File: src/rtl/rhat_map.vh
// Constants for the remote host access targets block.
// Assumes one T-state equals one mclk period at 100 MHz.
//
// Contract
// - Config-select high routes a host access to the interface config register.
// - Config register reads and writes are accepted at any time; the sequencer still holds them in ST_ARB until busGrant.
// - Config register contents drive the shared bus by default.
// - Config write floats bus during handover, captures on ack rise, drives back.
// - Config access phase is two T-states; only low wait lengthens it.
// - Config-select low routes the access to the target-select field's target.
// - Target codes: 00 data store, 10 counter low byte, 11 counter high byte.
// - Data store access floats device address and data lines.
// - Data store read strobe lasts one T-state plus data waits and wait input.
// - Data store write strobe lasts one T-state plus waits and wait input.
// - Counter read byte valid one T-state after handover, before ack; two T-states.
// - Counter write keeps shared bus floated while handover is high.
// - Instruction words move low byte then high byte, reads alternate halves.
// - Instruction write low byte held in a holding register until high byte.
// - Counter increments one T-state after handover falls on high-byte access.
// - Byte tracker starts low, toggles per instruction access, else unchanged.
// - Writing 01 to target select or reset forces tracker to low byte.
// - Target select powers up as instruction store, serving repeated accesses.
// - Instruction read byte on bus one T-state after handover; waits extend it.
// - Instruction write handover at least three T-states; strobe on high byte.
// - Target select sits in the two low bits of the config register.
`ifndef RHAT_MAP_VH
`define RHAT_MAP_VH

// ****************************************
// Timing
// ****************************************
`define RHAT_CLK_PERIOD_NS 10
`define RHAT_TSTATE_NS 10
`define RHAT_TSTATE_CYC ((`RHAT_TSTATE_NS + `RHAT_CLK_PERIOD_NS - 1) / `RHAT_CLK_PERIOD_NS)

// ****************************************
// Config register layout
// ****************************************
`define RHAT_SEL_LSB 0
`define RHAT_SEL_MSB 1
`define RHAT_CFG_RESET 8'h01
`define RHAT_CFG_RD_MASK 8'hbf
`define RHAT_COUNT_RESET 16'h0000

// ****************************************
// Target codes
// ****************************************
`define RHAT_TGT_DATA 2'h0
`define RHAT_TGT_INSTR 2'h1
`define RHAT_TGT_CNT_LO 2'h2
`define RHAT_TGT_CNT_HI 2'h3

// ****************************************
// Wait counter width
// ****************************************
`define RHAT_WAIT_W 3

`endif

File: src/rtl/rhat_access_targets.v
// Target selection and byte sequencing for host accesses.
// Assumes host strobes are synchronous to mclk and that an arbiter
// raises busGrant when the core is not using the data store.
`timescale 1ns/1ns
`include "rhat_map.vh"

module rhat_access_targets (
    // Clock and reset
    input wire mclk,
    input wire rstn,
    // Host request
    input wire remoteSelectN,
    input wire hostReadStrobeN,
    input wire hostWriteStrobeN,
    input wire configSelect,
    // Arbitration and handshake
    input wire busGrant,
    input wire waitN,
    output reg busHandover,
    output reg transferAcknowledgeN,
    // Programmed wait states
    input wire [2:0] dataWaitStates,
    input wire [1:0] instrWaitStates,
    // Shared bus
    input wire [7:0] adIn,
    output reg [7:0] adOut,
    output reg adOe,
    output reg addrOe,
    // Data store strobes
    output reg memReadN,
    output reg memWriteN,
    // Instruction store
    input wire [15:0] instrReadData,
    output reg [15:0] instrWriteData,
    output reg instrWriteStrobeN,
    // State
    output reg [15:0] programCounter,
    output reg [7:0] interfaceConfigReg,
    output wire highByteNext
);

    // ****************************************
    // States
    // ****************************************
    localparam [2:0] ST_IDLE = 3'h0;
    localparam [2:0] ST_ARB = 3'h1;
    localparam [2:0] ST_ACC1 = 3'h2;
    localparam [2:0] ST_ACC2 = 3'h3;
    localparam [2:0] ST_TERM = 3'h4;
    localparam [2:0] ST_DROP = 3'h5;
    localparam [2:0] ST_REL = 3'h6;

    // ****************************************
    // Declarations
    // ****************************************
    reg [2:0] state_q;
    reg [2:0] state_d;
    reg cmd_q;
    reg write_q;
    reg hi_q;
    reg [1:0] target_q;
    reg [7:0] lowByteHolding_q;
    reg [7:0] adOut_d;
    reg adOe_d;
    reg [`RHAT_WAIT_W-1:0] waitLoad;
    wire request;
    wire waitsDone;
    wire termEntry;
    wire isData;
    wire isInstr;
    wire isCount;
    wire isConfigWrite;
    wire inHandover;
    wire inStrobe;

    // Selects the low or high half of a word
    function [7:0] pickByte;
        input [15:0] word;
        input hi;
        begin
            pickByte = hi ? word[15:8] : word[7:0];
        end
    endfunction

    // ****************************************
    // Request decode
    // ****************************************
    // Select gates either strobe; no ordering between them is assumed
    assign request = !remoteSelectN && (!hostReadStrobeN || !hostWriteStrobeN);

    // Attributes latched at request time, not live pins
    assign isData = !cmd_q && (target_q == `RHAT_TGT_DATA);
    assign isInstr = !cmd_q && (target_q == `RHAT_TGT_INSTR);
    assign isCount = !cmd_q && (target_q[1] == 1'b1);
    assign isConfigWrite = cmd_q && write_q;
    assign termEntry = (state_q == ST_ACC2) && (state_d == ST_TERM);
    assign inHandover = (state_d == ST_ACC1) || (state_d == ST_ACC2) || (state_d == ST_TERM);
    assign inStrobe = (state_d == ST_ACC2);

    // ****************************************
    // Sequencer
    // ****************************************
    // One step per T-state; access phase is ACC1 plus at least one ACC2
    always @* begin
        state_d = state_q;
        case (state_q)
            ST_IDLE: begin
                if (request) begin
                    state_d = ST_ARB;
                end
            end
            ST_ARB: begin
                if (busGrant) begin
                    state_d = ST_ACC1;
                end
            end
            ST_ACC1: begin
                state_d = ST_ACC2;
            end
            ST_ACC2: begin
                if (waitsDone && waitN) begin
                    state_d = ST_TERM;
                end
            end
            ST_TERM: begin
                state_d = ST_DROP;
            end
            ST_DROP: begin
                state_d = ST_REL;
            end
            ST_REL: begin
                // Strobes still low must not start a second access
                if (!request) begin
                    state_d = ST_IDLE;
                end
            end
            default: begin
                state_d = ST_IDLE;
            end
        endcase
    end

    always @(posedge mclk or negedge rstn) begin
        if (!rstn) begin
            state_q <= ST_IDLE;
        end else begin
            state_q <= state_d;
        end
    end

    // ****************************************
    // Per-access latches
    // ****************************************
    // Config-select and target are frozen for the whole access
    always @(posedge mclk or negedge rstn) begin
        if (!rstn) begin
            cmd_q <= 1'b0;
            write_q <= 1'b0;
            hi_q <= 1'b0;
            target_q <= `RHAT_TGT_INSTR;
        end else if (state_q == ST_IDLE && request) begin
            cmd_q <= configSelect;
            write_q <= !hostWriteStrobeN;
            hi_q <= highByteNext;
            target_q <= interfaceConfigReg[`RHAT_SEL_MSB:`RHAT_SEL_LSB];
        end
    end

    // ****************************************
    // Wait states
    // ****************************************
    // Config and counter accesses take no programmed waits
    always @* begin
        if (isData) begin
            waitLoad = dataWaitStates;
        end else if (isInstr) begin
            waitLoad = {1'b0, instrWaitStates};
        end else begin
            waitLoad = {`RHAT_WAIT_W{1'b0}};
        end
    end

    rhat_wait_counter rhat_wait_counter_i (
        .mclk(mclk),
        .rstn(rstn),
        .load(state_q == ST_ACC1),
        .loadValue(waitLoad),
        .expired(waitsDone)
    );

    // ****************************************
    // Byte tracker
    // ****************************************
    rhat_byte_tracker rhat_byte_tracker_i (
        .mclk(mclk),
        .rstn(rstn),
        .toggle(termEntry && isInstr),
        .forceLow(termEntry && isConfigWrite &&
                  adIn[`RHAT_SEL_MSB:`RHAT_SEL_LSB] == `RHAT_TGT_INSTR),
        .highNext_q(highByteNext)
    );

    // ****************************************
    // Handshake outputs
    // ****************************************
    // Ack falls on request and rises as the access phase closes
    always @(posedge mclk or negedge rstn) begin
        if (!rstn) begin
            busHandover <= 1'b0;
            transferAcknowledgeN <= 1'b1;
        end else begin
            busHandover <= inHandover;
            transferAcknowledgeN <= !((state_d == ST_ARB) || (state_d == ST_ACC1) || (state_d == ST_ACC2));
        end
    end

    // ****************************************
    // Config register
    // ****************************************
    // Written only by the host; the core has no path to it
    always @(posedge mclk or negedge rstn) begin
        if (!rstn) begin
            interfaceConfigReg <= `RHAT_CFG_RESET;
        end else if (termEntry && isConfigWrite) begin
            interfaceConfigReg <= adIn;
        end
    end

    // ****************************************
    // Program counter
    // ****************************************
    // Increment lands one T-state after handover drops
    always @(posedge mclk or negedge rstn) begin
        if (!rstn) begin
            programCounter <= `RHAT_COUNT_RESET;
        end else if (termEntry && isCount && write_q) begin
            if (target_q == `RHAT_TGT_CNT_HI) begin
                programCounter <= {adIn, programCounter[7:0]};
            end else begin
                programCounter <= {programCounter[15:8], adIn};
            end
        end else if (state_q == ST_DROP && isInstr && hi_q) begin
            programCounter <= programCounter + 16'h0001;
        end
    end

    // ****************************************
    // Instruction write path
    // ****************************************
    // Low byte waits in the holding register for its partner
    always @(posedge mclk or negedge rstn) begin
        if (!rstn) begin
            lowByteHolding_q <= 8'h00;
        end else if (termEntry && isInstr && write_q && !hi_q) begin
            lowByteHolding_q <= adIn;
        end
    end

    // Word presented while the strobe is low on the high byte
    always @(posedge mclk or negedge rstn) begin
        if (!rstn) begin
            instrWriteData <= 16'h0000;
            instrWriteStrobeN <= 1'b1;
        end else begin
            if (inHandover && isInstr && write_q && hi_q) begin
                instrWriteData <= {adIn, lowByteHolding_q};
            end
            instrWriteStrobeN <= !(inStrobe && isInstr && write_q && hi_q);
        end
    end

    // ****************************************
    // Data store strobes
    // ****************************************
    // Host owns address and data; the device only times the strobe
    always @(posedge mclk or negedge rstn) begin
        if (!rstn) begin
            memReadN <= 1'b1;
            memWriteN <= 1'b1;
            addrOe <= 1'b1;
        end else begin
            memReadN <= !(inStrobe && isData && !write_q);
            memWriteN <= !(inStrobe && isData && write_q);
            addrOe <= !(inHandover && isData);
        end
    end

    // ****************************************
    // Shared bus drive
    // ****************************************
    // Config contents are the idle value, so a config read shows no change
    always @* begin
        adOut_d = interfaceConfigReg & `RHAT_CFG_RD_MASK;
        adOe_d = 1'b1;
        if (inHandover && !cmd_q) begin
            if (write_q || isData) begin
                adOe_d = 1'b0;
            end else if (state_d == ST_ACC1) begin
                adOe_d = 1'b0;
            end else if (isCount) begin
                adOut_d = pickByte(programCounter, target_q[0]);
            end else begin
                adOut_d = pickByte(instrReadData, hi_q);
            end
        end else if (inHandover && write_q) begin
            adOe_d = 1'b0;
        end
    end

    always @(posedge mclk or negedge rstn) begin
        if (!rstn) begin
            adOut <= `RHAT_CFG_RESET & `RHAT_CFG_RD_MASK;
            adOe <= 1'b1;
        end else begin
            adOut <= adOut_d;
            adOe <= adOe_d;
        end
    end

endmodule // rhat_access_targets

File: src/rtl/rhat_byte_tracker.v
// Low/high byte tracker for instruction store accesses.
// Assumes toggle and forceLow are one-cycle pulses from the access sequencer.
`timescale 1ns/1ns

module rhat_byte_tracker (
    // Clock and reset
    input wire mclk,
    input wire rstn,
    // Control
    input wire toggle,
    input wire forceLow,
    // State
    output reg highNext_q
);

    // Force wins over toggle so a realign never lands on the high half
    always @(posedge mclk or negedge rstn) begin
        if (!rstn) begin
            highNext_q <= 1'b0;
        end else if (forceLow) begin
            highNext_q <= 1'b0;
        end else if (toggle) begin
            highNext_q <= ~highNext_q;
        end
    end

endmodule // rhat_byte_tracker

File: src/rtl/rhat_wait_counter.v
// Down counter for programmed wait states in the access phase.
// Assumes load is asserted for one cycle before counting starts.
`timescale 1ns/1ns
`include "rhat_map.vh"

module rhat_wait_counter (
    // Clock and reset
    input wire mclk,
    input wire rstn,
    // Control
    input wire load,
    input wire [`RHAT_WAIT_W-1:0] loadValue,
    // Status
    output wire expired
);

    reg [`RHAT_WAIT_W-1:0] count_q;

    // Programmed waits run out before the wait input is even looked at
    always @(posedge mclk or negedge rstn) begin
        if (!rstn) begin
            count_q <= {`RHAT_WAIT_W{1'b0}};
        end else if (load) begin
            count_q <= loadValue;
        end else if (count_q != {`RHAT_WAIT_W{1'b0}}) begin
            count_q <= count_q - {{(`RHAT_WAIT_W-1){1'b0}}, 1'b1};
        end
    end

    assign expired = (count_q == {`RHAT_WAIT_W{1'b0}});

endmodule // rhat_wait_counter

File: config.mk
export PLATFORM = sky130hd
export DESIGN_NAME = rhat_access_targets
export DESIGN_NICKNAME = d
export VERILOG_FILES = /design/src/rtl/rhat_access_targets.v /design/src/rtl/rhat_byte_tracker.v /design/src/rtl/rhat_wait_counter.v
export VERILOG_INCLUDE_DIRS = /design/src /design/src/rtl
export SDC_FILE = /design/constraint.sdc
export NUM_CORES = 1
export LEC_CHECK = 0
export ABC_AREA = 1
export BUFFER_PORTS_ARGS = -buffer_cell sky130_fd_sc_hd__buf_2
export CAP_MARGIN = 25
export CORE_UTILIZATION = 44
export CTS_CLUSTER_DIAMETER = 100
export DETAILED_ROUTE_END_ITERATION = 6
export GPL_ROUTABILITY_DRIVEN = 0
export PLACE_DENSITY = 0.67
export SLEW_MARGIN = 20
export SYNTH_ARGS = -nofsm -noshare
export SYNTH_HDL_FRONTEND = slang
export SYNTH_SLANG_ARGS = --single-unit
File: constraint.sdc
create_clock -name mclk -period 3.65 [get_ports mclk]
set_input_delay 0.365 -clock mclk [delete_from_list [all_inputs] [get_ports mclk]]
set_output_delay 0.365 -clock mclk [all_outputs]
set_load 0.1 [all_outputs]
==> impl_metrics.py <==
metrics = {
    "clock_tree": {
        "root_buffer": "clkbuf_8",
        "cts_resized": 0,
        "clk_latency_ns": 0.36,
        "clk_pin_slew_ns": 0.08,
        "cts_max_level": 3,
        "cts_buffers": 9,
        "ctsHoldBuffers": 0,
        "cts_buffer_depth": 2,
        "post_cts_buffers": 0,
        "clkSinkCount": 75,
        "cts_tree": "yes",
    },
    "worst_setup_path": {
        "cp-start-kind": "flip-flop",
        "cp_num_buf_inv": 2,
        "crit_type": "reg2reg",
        "arrival_ns": 2.24,
        "cp_data_required_time_ns": 3.88,
        "path_cells": "inv_1, ha_1, nand3_1, nor2_8, inv_2, nand3_4, nand3_4, nand2_1, o21ai_2",
        "crit_slowest_cell": "dfrtp_1",
        "cp_common_cell": "nand3_4",
        "slowest_delay_ns": 0.36,
        "crit_family": "simple AND/OR/NAND/NOR gates",
        "path_max_fanout": 32,
        "cp-end-kind": "flip-flop",
    },
    "die": {
        "die_area_sq_mm": 0.009337,
        "die_x_um": 96.63,
        "ios": 93,
        "initial_core_util": 0.4540,
        "die_y_um": 96.63,
        "row_count": 34,
        "design.core.area_sq_mm": 0.008678,
    },
    "yosys": {
        "synth_compound_area_frac": 0.1432,
        "yosys-top-cells-count": "nand2_1 (143), dfrtp_1 (66), inv_1 (51)",
        "synth_warnings": 0,
        "synth_nets": 532,
        "ys_seq_area_frac": 0.4792,
        "synth_area_leaders": "dfrtp_1 (42%), nand2_1 (14%), dfstp_2 (6.0%)",
        "ys_types": 33,
        "synth-simple-area-share": 0.2823,
        "synth_top_family_by_area": "simple AND/OR/NAND/NOR gates",
        "dominantRegCellSynth": "dfrtp_1",
        "synthMuxAreaShare": 0,
        "synth.most_common_cell": "nand2_1",
        "synth_top_cell_area_share": 0.4192,
        "synth_edf_count": 0,
        "syn_inst": 492,
        "synth_adder_area_share": 0.009527,
        "yosysTopAreaCell": "dfrtp_1",
        "synthArstFlopShare": 1.000,
        "syn-cell-area_sq_mm": 0.003940,
        "ys_seq_elements": 75,
        "synthXorXnorAreaFrac": 0.006669,
        "syn_avg_cell_area_sq_um": 8.008,
    },
    "timing": {
        "period_minus_slack_ns": 2.011,
        "maxSlewViolCount": 0,
        "tightest_slew_ns": 0.8630,
        "setup_viol": 0,
        "tns_ns": 0,
        "clock.fmax_ghz": 0.4972,
        "finalCritPeriodShare": 0.5510,
        "slew_headroom": 0.4202,
        "rsz0062_at_grt": "false",
        "hold_viol": 0,
        "layout_setup_ws_ns": 1.639,
        "skew_ns": 0.01172,
    },
    "global_route": {
        "overflow": 0,
        "grt_start_max_net_pins": 76,
        "grt_pass1_wl_mm": 17.13,
        "antenna_found_initial": 0,
        "global_route.usage.total": 0.2321,
        "grt_pass1_vias": 3401,
    },
    "pwr": {
        "finalPower_mw": 4.181,
        "power_density_mw_per_mm2": 888.5,
        "power_leakage_nw": 2.402,
        "ir_drop_mv": 0.4266,
    },
    "placement": {
        "io_buffers": 92,
        "hpwlAfterDp_mm": 7.682,
        "place_ws_ns": 1.659,
    },
    "flow_run": {
        "drv_cap": 0,
    },
    "routing": {
        "drc": 0,
        "finalWirelength_mm": 10.39,
        "drt_iter0_drc": 206,
        "num_vias": 3642,
        "ant_nets": 0,
        "wire_per_inst_um": 14.91,
        "dr.pass1.iters": 5,
        "via_per_inst": 5.225,
    },
    "hold_path": {
        "hp-class": "in2reg",
    },
    "finish": {
        "nFillCells": 856,
        "nNetsFinal": 624,
        "diodes": 0,
        "layout-drive-gt1-share": 0.2649,
        "area_growth_pct": 19.43,
    },
    "run_status": {
        "status": "finished clean",
    },
}
area by class of cell:
cell class | instances | area [sq um] | area share
clock buffers | 11 | 141.4 | 0.03005
clock inverters | 5 | 85.08 | 0.01808
inverters | 56 | 210.2 | 0.04467
multi-input cells | 347 | 1740 | 0.3698
flip-flops and latches | 75 | 1888 | 0.4012
well taps | 108 | 135.1 | 0.02872
repair buffers | 95 | 505.5 | 0.1074
flip-flops by register name (all words and copies together) (netlist names), 2 cells and up:
name                         count
target_q                         2
interfaceConfigReg               8
adOut                            8
state_q                          3
instrWriteData                  16
programCounter                  16
rhat_wait_counter_i.count_q      3
lowByteHolding_q                 8
final timing paths:
path                                                 from                 end  slack [ns]  cells past startpoint
setup / recovery           rhat_wait_counter_i.count_q[0]   instrWriteData[7]        1.64                      9
hold / removal                           hostWriteStrobeN             write_q        0.21                      2
setup reg to reg           rhat_wait_counter_i.count_q[0]   instrWriteData[7]        1.64                      9
hold reg to reg                        instrWriteData[14]  instrWriteData[14]        0.48                      2
max in group asynchronous                            rstn         target_q[0]        2.55                      4
min in group asynchronous                            rstn  programCounter[10]        0.50                      3
metal layers:
metal  global-route usage  part of all wire  wire length (um)
met1               0.3321              0.46              4740
met2               0.3478              0.45              4641
met3              0.04118             0.074               768
met4              0.09644             0.023               241
met5                    0                 0                 0
cell usage in the layout, fill, tap and decap left out:
cell	instances
nand3_4	2
a22oi_1	1
clkbuf_8	10
o21ai_0	36
nand2_1	143
buf_2	92
nand3_1	42
o221ai_1	1
inv_1	51
nor3_2	2
nor2_4	1
inv_6	1
xor2_1	2
nand4_1	6
nor2_1	31
bufinv_16	2
dfstp_2	9
nand4_2	1
a21oi_1	26
clkbuf_1	1
nand3_2	4
o211ai_1	6
nor2_2	1
o21ai_2	16
xnor2_1	1
nand2_4	1
clkinvlp_4	1
inv_2	5
clkinv_4	1
dfrtp_1	66
nand2_2	4
ha_1	3
a31oi_1	2
nor3_1	6
o21ai_1	8
buf_16	1
nor2_8	1
dlygate4sd3_1	1
buf_4	1
where the power goes:
group | internal, mW | leakage, nW | switching (mW) | total [mW]
combinational | 0.401 | 1.31 | 1.76 | 2.17
sequential | 1.08 | 0.985 | 0.199 | 1.28
clock | 0.408 | 0.110 | 0.326 | 0.734
logic make-up after synthesis:
group / after synthesis
DFF: 75
xor gates and xnor gates: 3
buffers and inverters: 70
AOI/OAI and AO/OA: 96
and+or+nand+nor: 245
adders and majority gates: 3
stage by stage:
stage / std cells / cell area (sq um) / hold WS [ns] / utilization
finish: 697 / 4706 / 0.2092 / 0.5422
global route: 697 / 4706 / 0.2206 / 0.5422
CTS: 695 / 4668 / 0.2000 / 0.5379
detailed placement: 679 / 4442 / 0.4648 / 0.5118
global placement: 679 / 4442 / 0.4637 / 0.5118
floorplan: 492 / 3940 / 0.06941 / -
No activity file was read; power rests on OpenSTA's default activity.
